$ cat src/rtl/tmc_map.vh
`ifndef TMC_MAP_VH
`define TMC_MAP_VH

// Byte register addresses on the CPU port.
`define TMC_A_CNT_L      4'h0
`define TMC_A_CNT_H      4'h1
`define TMC_A_CMPA_L     4'h2
`define TMC_A_CMPA_H     4'h3
`define TMC_A_CMPB_L     4'h4
`define TMC_A_CMPB_H     4'h5
`define TMC_A_CMPC_L     4'h6
`define TMC_A_CMPC_H     4'h7
`define TMC_A_FLAGS      4'h8
`define TMC_A_FORCE      4'h9

// Bit position of the overflow flag in the flag register.
`define TMC_B_OVF        3

// Waveform mode codes.
`define TMC_M_NORMAL     4'h0
`define TMC_M_PC8        4'h1
`define TMC_M_PC9        4'h2
`define TMC_M_PC10       4'h3
`define TMC_M_CTC_CMP    4'h4
`define TMC_M_FAST8      4'h5
`define TMC_M_FAST9      4'h6
`define TMC_M_FAST10     4'h7
`define TMC_M_PFC_CAP    4'h8
`define TMC_M_PFC_CMP    4'h9
`define TMC_M_PC_CAP     4'ha
`define TMC_M_PC_CMP     4'hb
`define TMC_M_CTC_CAP    4'hc
`define TMC_M_RSVD       4'hd
`define TMC_M_FAST_CAP   4'he
`define TMC_M_FAST_CMP   4'hf

// Counter boundary values.
`define TMC_TOP8         16'h00ff
`define TMC_TOP9         16'h01ff
`define TMC_TOP10        16'h03ff
`define TMC_MAX          16'hffff
`define TMC_BOTTOM       16'h0000

// Compare output actions.
`define TMC_ACT_NONE     2'h0
`define TMC_ACT_TOGGLE   2'h1
`define TMC_ACT_CLEAR    2'h2
`define TMC_ACT_SET      2'h3

// Reset values.
`define TMC_RST_OC       1'b0
`define TMC_RST_CMP      16'h0000
`define TMC_RST_BYTE     8'h00

`endif

$ cat src/rtl/tmc_cmp_reg.v
`timescale 1ns/1ps
`include "tmc_map.vh"

// One compare value with its buffer register.
module tmc_cmp_reg (
	// Clock and reset.
	input  wire        ref_clk,
	input  wire        rst,
	// Write of both bytes at once, on the low-byte write.
	input  wire        wr,
	input  wire [15:0] wdata,
	// Buffering control.
	input  wire        buffered,
	input  wire        load,
	// Register contents.
	output wire [15:0] cmp_act,
	output wire [15:0] cmp_buf
);

reg [15:0] act_r;
reg [15:0] buf_r;

// Buffered writes wait in the buffer until the boundary load.
always @(posedge ref_clk or posedge rst) begin
	if (rst) begin
		act_r <= `TMC_RST_CMP;
		buf_r <= `TMC_RST_CMP;
	end else begin
		if (wr) begin
			buf_r <= wdata;
		end
		if (wr && !buffered) begin
			act_r <= wdata;
		end else if (load && buffered) begin
			act_r <= buf_r;
		end
	end
end

assign cmp_act = act_r;
assign cmp_buf = buf_r;

endmodule // tmc_cmp_reg

$ cat src/rtl/tmc_compare.v
`timescale 1ns/1ps
`include "tmc_map.vh"


module tmc_compare (
	// Clock and reset.
	input  wire        ref_clk,
	input  wire        rst,
	// Prescaled timer clock, one pulse per timer clock.
	input  wire        timer_tick,
	// Byte register port from the CPU.
	input  wire        reg_wr,
	input  wire        reg_rd,
	input  wire [3:0]  reg_addr,
	input  wire [7:0]  reg_wdata,
	output wire [7:0]  reg_rdata,
	// Configuration.
	input  wire [3:0]  waveform_mode_select,
	input  wire [5:0]  compare_output_action,
	input  wire [2:0]  compare_irq_enable,
	input  wire        overflow_irq_enable,
	input  wire [15:0] capture_value,
	// Interrupt execution acknowledges.
	input  wire [2:0]  compare_irq_ack,
	input  wire        overflow_irq_ack,
	// Port pin control.
	input  wire [2:0]  output_pin_direction,
	input  wire [2:0]  port_value,
	output wire [2:0]  pin_out,
	output wire [2:0]  pin_oe,
	// Status and interrupt requests.
	output wire [15:0] timer_count,
	output wire [2:0]  compare_match_flag,
	output wire        overflow_flag,
	output wire [2:0]  compare_output,
	output wire [2:0]  compare_irq,
	output wire        overflow_irq
);

// Counter and shared staging state.
reg  [15:0] cnt_r;
reg  [15:0] cnt_nxt;
reg         dir_up_r;
reg         dir_up_nxt;
reg  [7:0]  temp_r;
reg         block_r;
reg         ovf_r;
reg         ovf_irq_r;
reg  [7:0]  rdata_r;
reg  [7:0]  rd_mux;

// Mode decode.
reg         is_pwm;
reg         is_fast;
reg         is_phase;
reg         load_bottom;
reg  [15:0] top_val;

// Boundary events.
reg         ovf_evt;
wire        top_hit;
wire        bottom_evt;
wire        wrap_evt;
wire        buf_load;

// Write decode.
wire        wr_cnt_lo;
wire        wr_hi;
wire        wr_flags;
wire        wr_force;

// Per-channel compare values, packed A in the low word.
wire [47:0] cmp_act_w;
wire [47:0] cmp_buf_w;
wire [47:0] cmp_view;

assign wr_cnt_lo = reg_wr && (reg_addr == `TMC_A_CNT_L);
assign wr_flags  = reg_wr && (reg_addr == `TMC_A_FLAGS);
assign wr_force  = reg_wr && (reg_addr == `TMC_A_FORCE);

// Every high-byte write goes to the one shared staging byte.
assign wr_hi = reg_wr && ((reg_addr == `TMC_A_CNT_H) ||
	(reg_addr == `TMC_A_CMPA_H) || (reg_addr == `TMC_A_CMPB_H) ||
	(reg_addr == `TMC_A_CMPC_H));

// Mode classes, TOP source and the buffer load point.
always @* begin
	is_pwm      = 1'b1;
	is_fast     = 1'b0;
	is_phase    = 1'b0;
	load_bottom = 1'b0;
	top_val     = `TMC_MAX;
	case (waveform_mode_select)
	`TMC_M_NORMAL, `TMC_M_RSVD: begin
		is_pwm = 1'b0;
	end
	`TMC_M_CTC_CMP: begin
		is_pwm  = 1'b0;
		top_val = cmp_act_w[15:0];
	end
	`TMC_M_CTC_CAP: begin
		is_pwm  = 1'b0;
		top_val = capture_value;
	end
	`TMC_M_FAST8: begin
		is_fast = 1'b1;
		top_val = `TMC_TOP8;
	end
	`TMC_M_FAST9: begin
		is_fast = 1'b1;
		top_val = `TMC_TOP9;
	end
	`TMC_M_FAST10: begin
		is_fast = 1'b1;
		top_val = `TMC_TOP10;
	end
	`TMC_M_FAST_CAP: begin
		is_fast = 1'b1;
		top_val = capture_value;
	end
	`TMC_M_FAST_CMP: begin
		is_fast = 1'b1;
		top_val = cmp_act_w[15:0];
	end
	`TMC_M_PC8: begin
		is_phase = 1'b1;
		top_val  = `TMC_TOP8;
	end
	`TMC_M_PC9: begin
		is_phase = 1'b1;
		top_val  = `TMC_TOP9;
	end
	`TMC_M_PC10: begin
		is_phase = 1'b1;
		top_val  = `TMC_TOP10;
	end
	`TMC_M_PFC_CAP: begin
		is_phase    = 1'b1;
		load_bottom = 1'b1;
		top_val     = capture_value;
	end
	`TMC_M_PFC_CMP: begin
		is_phase    = 1'b1;
		load_bottom = 1'b1;
		top_val     = cmp_act_w[15:0];
	end
	`TMC_M_PC_CAP: begin
		is_phase = 1'b1;
		top_val  = capture_value;
	end
	`TMC_M_PC_CMP: begin
		is_phase = 1'b1;
		top_val  = cmp_act_w[15:0];
	end
	default: begin
		is_pwm = 1'b0;
	end
	endcase
end

// A blocked cycle also hides the TOP match, so a count loaded at TOP
// runs on to the maximum before wrapping.
assign top_hit    = (cnt_r == top_val) && !block_r;
assign bottom_evt = timer_tick && is_phase && !dir_up_r &&
	(cnt_r == `TMC_BOTTOM);
assign wrap_evt   = timer_tick && is_fast && top_hit;

// Buffered compares move only at a period boundary.
assign buf_load = is_fast ? wrap_evt :
	(is_phase && (load_bottom ? bottom_evt :
	(timer_tick && dir_up_r && top_hit)));

// Next count from the mode; the action bits play no part here.
always @* begin
	cnt_nxt    = cnt_r;
	dir_up_nxt = 1'b1;
	ovf_evt    = 1'b0;
	if (is_phase) begin
		dir_up_nxt = dir_up_r;
		if (dir_up_r) begin
			if (top_hit) begin
				dir_up_nxt = 1'b0;
				cnt_nxt    = cnt_r - 16'h0001;
			end else begin
				cnt_nxt = cnt_r + 16'h0001;
			end
		end else if (cnt_r == `TMC_BOTTOM) begin
			dir_up_nxt = 1'b1;
			cnt_nxt    = cnt_r + 16'h0001;
			ovf_evt    = 1'b1;
		end else begin
			cnt_nxt = cnt_r - 16'h0001;
		end
	end else if (is_fast) begin
		cnt_nxt = top_hit ? `TMC_BOTTOM : (cnt_r + 16'h0001);
		ovf_evt = top_hit;
	end else if (waveform_mode_select == `TMC_M_NORMAL) begin
		cnt_nxt = cnt_r + 16'h0001;
		ovf_evt = (cnt_r == `TMC_MAX);
	end else begin
		cnt_nxt = top_hit ? `TMC_BOTTOM : (cnt_r + 16'h0001);
		ovf_evt = (cnt_r == `TMC_MAX);
	end
end

// Counter, direction and match blocking.
always @(posedge ref_clk or posedge rst) begin
	if (rst) begin
		cnt_r    <= `TMC_BOTTOM;
		dir_up_r <= 1'b1;
		block_r  <= 1'b0;
	end else begin
		if (wr_cnt_lo) begin
			cnt_r   <= {temp_r, reg_wdata};
			block_r <= 1'b1;
		end else if (timer_tick) begin
			cnt_r    <= cnt_nxt;
			dir_up_r <= dir_up_nxt;
			block_r  <= 1'b0;
		end
	end
end

// Shared staging byte: loaded by high-byte writes and low count reads.
always @(posedge ref_clk or posedge rst) begin
	if (rst) begin
		temp_r <= `TMC_RST_BYTE;
	end else if (wr_hi) begin
		temp_r <= reg_wdata;
	end else if (reg_rd && (reg_addr == `TMC_A_CNT_L)) begin
		temp_r <= cnt_r[15:8];
	end
end

// Overflow flag: a set in the same cycle as a clear wins.
always @(posedge ref_clk or posedge rst) begin
	if (rst) begin
		ovf_r     <= 1'b0;
		ovf_irq_r <= 1'b0;
	end else begin
		ovf_r <= (timer_tick && ovf_evt && !wr_cnt_lo) ||
			(ovf_r && !overflow_irq_ack &&
			!(wr_flags && reg_wdata[`TMC_B_OVF]));
		ovf_irq_r <= ovf_r && overflow_irq_enable;
	end
end

// Compare registers, flags and waveform outputs for A, B and C.
genvar i;
generate
	for (i = 0; i < 3; i = i + 1) begin : g_ch
		localparam integer LO_ADDR = `TMC_A_CMPA_L + 2 * i;
		wire [1:0]  act;
		wire [15:0] cmp;
		wire        wr_lo;
		wire        match;
		wire        hit;
		wire        force_now;
		reg         oc_r;
		reg         oc_nxt;
		reg         flag_r;
		reg         irq_r;
		reg         pin_r;
		reg         oe_r;

		assign act       = compare_output_action[2*i+1:2*i];
		assign wr_lo     = reg_wr && (reg_addr == LO_ADDR[3:0]);
		assign cmp       = cmp_act_w[16*i+15:16*i];
		assign match     = (cnt_r == cmp) && !block_r;
		assign hit       = timer_tick && match && !wr_cnt_lo;
		assign force_now = wr_force && reg_wdata[i] && !is_pwm;
		assign cmp_view[16*i+15:16*i] = is_pwm ?
			cmp_buf_w[16*i+15:16*i] : cmp;

		tmc_cmp_reg u_cmp (
			.ref_clk  (ref_clk),
			.rst      (rst),
			.wr       (wr_lo),
			.wdata    ({temp_r, reg_wdata}),
			.buffered (is_pwm),
			.load     (buf_load),
			.cmp_act  (cmp_act_w[16*i+15:16*i]),
			.cmp_buf  (cmp_buf_w[16*i+15:16*i])
		);

		// Next output state; the current action is always used.
		always @* begin
			oc_nxt = oc_r;
			if (!is_pwm) begin
				if (hit || force_now) begin
					case (act)
					`TMC_ACT_TOGGLE: oc_nxt = !oc_r;
					`TMC_ACT_CLEAR:  oc_nxt = 1'b0;
					`TMC_ACT_SET:    oc_nxt = 1'b1;
					default:         oc_nxt = oc_r;
					endcase
				end
			end else if (is_fast) begin
				if (hit) begin
					case (act)
					`TMC_ACT_TOGGLE: oc_nxt = !oc_r;
					`TMC_ACT_CLEAR:  oc_nxt = 1'b0;
					`TMC_ACT_SET:    oc_nxt = 1'b1;
					default:         oc_nxt = oc_r;
					endcase
				end
				// BOTTOM wins for clear and set, so a compare at TOP gives a steady level.
				if (wrap_evt) begin
					case (act)
					`TMC_ACT_CLEAR: oc_nxt = 1'b1;
					`TMC_ACT_SET:   oc_nxt = 1'b0;
					default:        oc_nxt = oc_nxt;
					endcase
				end
			end else if (hit) begin
				case (act)
				`TMC_ACT_TOGGLE: oc_nxt = !oc_r;
				`TMC_ACT_CLEAR:  oc_nxt = !dir_up_r;
				`TMC_ACT_SET:    oc_nxt = dir_up_r;
				default:         oc_nxt = oc_r;
				endcase
			end
		end

		// Output state, flag and interrupt; a set beats a clear.
		always @(posedge ref_clk or posedge rst) begin
			if (rst) begin
				oc_r   <= `TMC_RST_OC;
				flag_r <= 1'b0;
				irq_r  <= 1'b0;
				pin_r  <= 1'b0;
				oe_r   <= 1'b0;
			end else begin
				oc_r   <= oc_nxt;
				flag_r <= hit || (flag_r && !compare_irq_ack[i] &&
					!(wr_flags && reg_wdata[i]));
				irq_r  <= flag_r && compare_irq_enable[i];
				pin_r  <= (act != `TMC_ACT_NONE) ? oc_r :
					port_value[i];
				oe_r   <= output_pin_direction[i];
			end
		end

		assign compare_output[i]     = oc_r;
		assign compare_match_flag[i] = flag_r;
		assign compare_irq[i]        = irq_r;
		assign pin_out[i]            = pin_r;
		assign pin_oe[i]             = oe_r;
	end
endgenerate

// Read data; compare bytes come from the buffer in PWM modes, else from the register in use.
always @* begin
	case (reg_addr)
	`TMC_A_CNT_L:  rd_mux = cnt_r[7:0];
	`TMC_A_CNT_H:  rd_mux = temp_r;
	`TMC_A_CMPA_L: rd_mux = cmp_view[7:0];
	`TMC_A_CMPA_H: rd_mux = cmp_view[15:8];
	`TMC_A_CMPB_L: rd_mux = cmp_view[23:16];
	`TMC_A_CMPB_H: rd_mux = cmp_view[31:24];
	`TMC_A_CMPC_L: rd_mux = cmp_view[39:32];
	`TMC_A_CMPC_H: rd_mux = cmp_view[47:40];
	`TMC_A_FLAGS:  rd_mux = {4'h0, ovf_r, compare_match_flag};
	`TMC_A_FORCE:  rd_mux = 8'h00;
	default:       rd_mux = 8'h00;
	endcase
end

// Read data register, updated on each read strobe.
always @(posedge ref_clk or posedge rst) begin
	if (rst) begin
		rdata_r <= `TMC_RST_BYTE;
	end else if (reg_rd) begin
		rdata_r <= rd_mux;
	end
end

assign reg_rdata     = rdata_r;
assign timer_count   = cnt_r;
assign overflow_flag = ovf_r;
assign overflow_irq  = ovf_irq_r;

endmodule // tmc_compare

$ cat config.mk
export PLATFORM = sky130hd
export DESIGN_NAME = tmc_compare
export DESIGN_NICKNAME = d
export VERILOG_FILES = /design/src/rtl/tmc_cmp_reg.v /design/src/rtl/tmc_compare.v
export VERILOG_INCLUDE_DIRS = /design/src /design/src/rtl
export SDC_FILE = /design/constraint.sdc
export NUM_CORES = 1
export LEC_CHECK = 0
export ABC_CLOCK_PERIOD_IN_PS = 9300
export BUFFER_PORTS_ARGS = -buffer_cell sky130_fd_sc_hd__buf_2
export CAP_MARGIN = 20
export CORE_UTILIZATION = 30
export DETAILED_ROUTE_END_ITERATION = 8
export GPL_ROUTABILITY_DRIVEN = 0
export SYNTH_ARGS = -nofsm -noshare
export SYNTH_HDL_FRONTEND = slang
export SYNTH_SLANG_ARGS = --single-unit
export TNS_END_PERCENT = 50
$ cat constraint.sdc
create_clock -name ref_clk -period 9.3 [get_ports ref_clk]
set_clock_uncertainty 0.15 [all_clocks]
set_input_delay 0.93 -clock ref_clk [delete_from_list [all_inputs] [get_ports ref_clk]]
set_output_delay 0.93 -clock ref_clk [all_outputs]
set_load 0.01 [all_outputs]
# == Word-level counts from Yosys, hierarchy flattened ==
# Index checks and enable logic that the tools add are counted.
# totals
latchBits,0
input_bits,57
out_inout_bits,41
romBits,0
memories,0
mem_bits_rw,0
register_bits,147
# classes
eq_ne,41
shift,0
multipliers,0
n_addsub,2
div_mod_pow,0
n_reduce_logical,108
order_cmp,0
bitwise_logic,1
n_mux,67
# ops
op,n
two-way mux 16 bit,18
one-hot mux 16 bit (5 select lines),1
one-hot mux 8 bit (9 select lines),1
== test 16 bit,4
logical AND 1 bit,54
== test 4 bit (second input constant),10
two-way mux 1 bit,36
== test 4 x 3 -> 1 bit (second input constant),8
one-hot mux 1 bit (3 select lines),6
adder 16 x 1 -> 16 bit (second input constant),1
== test 16 bit (second input constant),1
== test 4 x 2 -> 1 bit (second input constant),4
logical NOT 16 bit,1
two-way mux 8 bit,2
nonzero test 2 bit,8
subtractor 16 x 1 -> 16 bit (second input constant),1
nonzero test 5 bit,3
logical NOT 1 bit,14
== test 2 bit (second input constant),6
OR reduction 4 bit,3
logical OR 1 bit,10
AND reduction 3 bit,3
nonzero test 3 bit,3
== test 4 x 1 -> 1 bit (second input constant),2
other kinds (9),19

# == Longest topological paths before layout ==
# depth
word_depth,12
depth_mapped,13

# == By module ==
# Synthesis repeated with hierarchy kept, for this count alone.
# hier_totals
cells_unflattened,1141
hier_area_um2,10548.9
# modules_own_cells
module,area_each_um2,cells_each,instances
tmc_compare,5958.2,823,1
tmc_cmp_reg,1530.2,106,3

# == Least setup slack after synthesis ==
# OpenSTA, ideal clock, no wires.
# synth_timing
path_kind,in2reg
startpoint,input waveform_mode_select[3]
endpoint,register cnt_r[11] (netlist: timer_count[11])
path_stages,11
arrival_ns,3.677
setup_slack_ns,5.347
n_path_buf,2
setup_time_ns,0.126
cell_sequence,buf_2 > and2_1 > mux2i_2 > o22ai_2 > xnor2_1 > or4_4 > o41ai_2 > buf_4 > nand3_1 > a31o_1 > a221o_1
# synth_between
elab_chain_cells,11
word_cells_on_any_way,35
cone_classes,15 x eq/ne; 11 x mux; 9 x reduce/logical
# synth_lines
element,line,text
from (decl),tmc_compare.v:18,"input wire [3:0] waveform_mode_select,"
== test 4 bit (tied with other cells),tmc_compare.v:93,case (waveform_mode_select)
OR reduction 4 bit (no line) / OR reduction 2 bit (equally long branches),n/a,
one-hot mux 16 bit (5 select lines),tmc_compare.v:93,
== test 16 bit,tmc_compare.v:163,assign top_hit = (cnt_r == top_val) && !block_r;
logical AND 1 bit,tmc_compare.v:163,
two-way mux 16 bit,"tmc_compare.v:195, tmc_compare.v:201",
two-way mux 16 bit,tmc_compare.v:197,end else if (waveform_mode_select == `TMC_M_NORMAL) begin
two-way mux 16 bit,tmc_compare.v:194,end else if (is_fast) begin
two-way mux 16 bit *,tmc_compare.v:178,if (is_phase) begin
two-way mux 16 bit *,tmc_compare.v:216,end else if (timer_tick) begin
two-way mux 16 bit *,tmc_compare.v:213,if (wr_cnt_lo) begin
to (signal assigned),tmc_compare.v:209,cnt_r <= `TMC_BOTTOM;
to (signal assigned),tmc_compare.v:214,"cnt_r <= {temp_r, reg_wdata};"
to (signal assigned),tmc_compare.v:217,cnt_r <= cnt_nxt;
to (decl),tmc_compare.v:41,reg [15:0] cnt_r;
# Mark *: on every way between the ends. The rest lies on a longest branch, timed or not. The select of a mux whose other input is x is not followed.
# A chain may end at the register's enable or synchronous reset.

# == Worst setup path in the final report ==
# layout_timing
startpoint,input waveform_mode_select[1]
endpoint,register g_ch[2].u_cmp.act_r[8]
# layout_between
elab_chain_cells,11
word_cells_on_any_way,45
cone_classes,16 x eq/ne; 8 x mux; 21 x reduce/logical
# layout_lines
element,line,text
== test 4 bit (tied with other cells),tmc_compare.v:93,
OR reduction 4 bit (no line) (tied with other cells),n/a,
one-hot mux 16 bit (5 select lines) / two-way mux 1 bit (equally long branches),tmc_compare.v:93,
== test 16 bit / logical AND 1 bit (equally long branches),"tmc_compare.v:163, tmc_compare.v:164",
logical AND 1 bit (on tied branches),"tmc_compare.v:163, tmc_compare.v:164",
logical AND 1 bit (on tied branches),"tmc_compare.v:171, tmc_compare.v:164",
two-way mux 1 bit,tmc_compare.v:170,(is_phase && (load_bottom ? bottom_evt :
logical AND 1 bit,tmc_compare.v:170,
two-way mux 1 bit,tmc_compare.v:169,assign buf_load = is_fast ? wrap_evt :
logical AND 1 bit,tmc_cmp_reg.v:34,end else if (load && buffered) begin
nonzero test 2 bit (no line),n/a,
to (signal assigned),tmc_cmp_reg.v:26,act_r <= `TMC_RST_CMP;
to (signal assigned),tmc_cmp_reg.v:33,act_r <= wdata;
to (signal assigned),tmc_cmp_reg.v:35,act_r <= buf_r;
to (decl),tmc_cmp_reg.v:20,reg [15:0] act_r;
# Several ways; a longest one is shown, not always the timed one.

==> results.yml <==
floorplanning:
  fp-row-count: 64
  core_area_um2: 30600
  start_util_pct: 30.4
  dieArea_um2: 31800
  die_y_um: 178
  ios: 98
  die_w_um: 178
setup_path:
  crit_arrival_ns: 4.89
  startpoint: "waveform_mode_select[1]"
  required_ns: 9.49
  timing.reg2reg.setup_slack_ns: 4.90
  timing.rr.start: "timer_count[2]"
  path_max_fanout: 28
  crit_type: "primary input to flop"
  critPathTopFamily: "simple AND/OR/NAND/NOR gates"
  rr_worst_depth: 10
  end_kind: "flop"
  slowest_stage: "nor4_4"
  r2r-end: "g_ch[2].u_cmp.cmp_act[8]"
  cp_cell_sequence: "buf_2 > nand2b_2 > mux2i_2 > o22ai_1 > xnor2_1 > or4_4 > nor4_4 > a31o_2 > buf_12 > nand2_1 > a31oi_1"
  cp.buffers_inverters: 2
  crit_path_start_kind: "primary input"
  cp_slowest_stage_delay_ns: 0.92
cts:
  holdBufCountCts: 0
  cts_setup_buffers: 0
  cts_buffers: 17
  clockBufferDepth: 2
  cts.sinks: 147
  htree_levels: 4
  ctsRootBufferMaster: "clkbuf_16"
  cts_resized: 0
  cts_tree: "yes"
  clk_latency_ns: 0.44
  clk_pin_slew_ns: 0.06
logic_synthesis:
  synth_cells: 1075
  yosysUniqueCellTypes: 73
  synth_area_um2: 9310
  synth-seq-area-share_pct: 39.5
  ys.flop_type: "dfrtp_1"
  synth_edf_count: 0
  syn_nets: 1135
  netlist.area_leader.share_pct: 39.2
  yosysWarnings: 0
  syn_area_per_cell_um2: 8.66
  ys_seq_elements: 147
  synth_area_leaders: "dfrtp_1 (39%), nand2_1 (6.9%), mux2_2 (6.4%)"
  synth_top_cell_by_area: "dfrtp_1"
  ys_async_sr_fraction_pct: 100
min_path:
  hold_class: "flop to flop"
  hold_depth: 2
  hp-start: "reg_rdata[4]"
  hold_path_end: "reg_rdata[4]"
grt:
  grt_overflow_total: 0
  antenna_found_initial: 0
  grt_pass1_wl_um: 51400
  grt_max_degree: 83
  grt_pass1_vias: 8383
  grt.total_usage_pct: 21.8
place:
  portBuffers: 97
  hpwl_um: 23400
  placed_area_um2: 10000
detailed_routing:
  drt-initial-drc-count: 1041
  num_vias: 8956
  wl_per_cell_um: 22.8
  drc: 0
  drt_pre_antenna_iters: 8
  vias_per_cell: 5.91
  ant_nets: 0
  finalWirelength_um: 34600
power_and_ir_drop:
  p_per_area_nw_per_um2: 199
  ir_drop_mv: 0.136
  leakagePower_nw: 4.61
timing:
  worstMarginPinSlew_ns: 1.19
  final-setup-viol-count: 0
  fin_setup_tns_ns: 0
  slew_viol_final: 0
  relSlewSlack_pct: 18.5
  timing_hold_violations_final: 0
  layout_min_cycle_time_ns: 4.69
  fmax_mhz: 213
  period_share_pct: 50.4
  rsz0062_at_grt: "false"
layout:
  final_common_cell: "nand2_1"
  final_nets: 1167
  diodes: 0
  design_area_um2: 10600
  synthToLayoutAreaGrowth_pct: 14.0
  layout-drive-gt1-share_pct: 19.6
  layout_common_cells: "nand2_1 (171), dfrtp_1 (146), buf_2 (97), nor2_1 (82), mux2_2 (53)"
job:
  drv_cap: 0
outcome:
  status: "complete, no violations"
==> per-stage QoR <==
stage	instances	hold WS (ns)	power, mW	util (%)	setup WS [ns]
after floorplan	1075	0.346	1.22	-	4.27
after global routing	1516	0.402	2.21	34.7	4.40
after CTS	1514	0.384	2.11	34.6	4.70
after detailed placement	1482	0.368	1.42	32.8	4.25
after global placement	1481	0.362	1.40	32.7	4.11
final	1516	0.386	2.12	34.7	4.61
==> cell families after synthesis <==
kind of cell	after synthesis	synth area share, %
AND/OR/NAND/NOR	396	19.9
XOR/XNOR	63	5.92
adder cells (fa/ha/maj)	3	0.403
AO/OA/AOI/OAI	265	19.8
buffers and inverters	130	6.00
flip-flops	147	39.5
multiplexers	71	8.38
==> worst register-to-register path, delay by kind of cell (launching register included) <==
family	cells	cell delay (ns)
flip-flops	1	0.65
AND/OR/NAND/NOR	4	1.71
buffers and inverters	2	0.62
AO/OA/AOI/OAI	4	1.16
==> per-layer routing <==
| metal | up-vias | GRT usage [%] | wire length [um] |
|---|---|---|---|
| met5 | - | 0 | 0 |
| met4 | 0 | 8.47 | 1290 |
| met3 | 93 | 5.07 | 3570 |
| met2 | 544 | 34.7 | 15800 |
| met1 | 4364 | 28.4 | 14000 |
| li1 | 3955 | - | - |
==> Yosys cell counts (7+ instances only) <==
cell type,instances
nand3b_1,7
xor2_1,18
nand2_1,171
and3_1,7
and2_1,9
o211ai_1,9
nor4_1,15
a211o_1,15
dfrtp_1,146
xnor2_1,45
a211oi_1,8
o22ai_1,22
o21ai_0,32
buf_1,9
a221o_1,7
mux2i_1,17
inv_1,25
a22oi_1,16
buf_2,9
nand3_1,21
buf_4,16
clkbuf_1,71
a21oi_1,44
nor2_1,83
a222oi_1,13
a31oi_1,48
mux2_2,53
nand4_1,16
nand2b_1,13
nor3_1,23
==> how the worst max path moves through the flow <==
| stage | to | depth (start not counted) |
|---|---|---|
| after floorplan | block_r | 1 |
| after global placement | g_ch[0].u_cmp.cmp_act[9] | 10 |
| after detailed placement | g_ch[2].u_cmp.cmp_act[5] | 11 |
| after CTS | g_ch[2].u_cmp.cmp_act[8] | 11 |
| after global routing | g_ch[2].u_cmp.cmp_act[1] | 11 |
| final | g_ch[2].u_cmp.cmp_act[8] | 11 |
==> report_power, final <==
group	internal, mW	switching (mW)
Sequential	0.747	0.184
Clock	0.402	0.294
Combinational	0.218	0.271
Total	1.37	0.749
==> layout make-up <==
type	count	area (um^2)
fill	3146	20000
multi-input combinational	798	5100
sequential	147	3680
timing repair buffer	118	663
tap	396	495
clock buffer	20	447
clock inverter	12	134
inverter	25	98.8
==> flip-flops by register name, summed over array words and instances (netlist names) <==
signal	flops
dir_up_r	1
overflow_flag	1
overflow_irq	1
g_ch.flag_r	3
g_ch.oc_r	3
g_ch.u_cmp.cmp_buf	48
reg_rdata	8
block_r	1
temp_r	8
timer_count	16
g_ch.u_cmp.cmp_act	48
g_ch.irq_r	3
g_ch.oe_r	3
g_ch.pin_r	3
No activity file was read; power rests on OpenSTA's default activity.
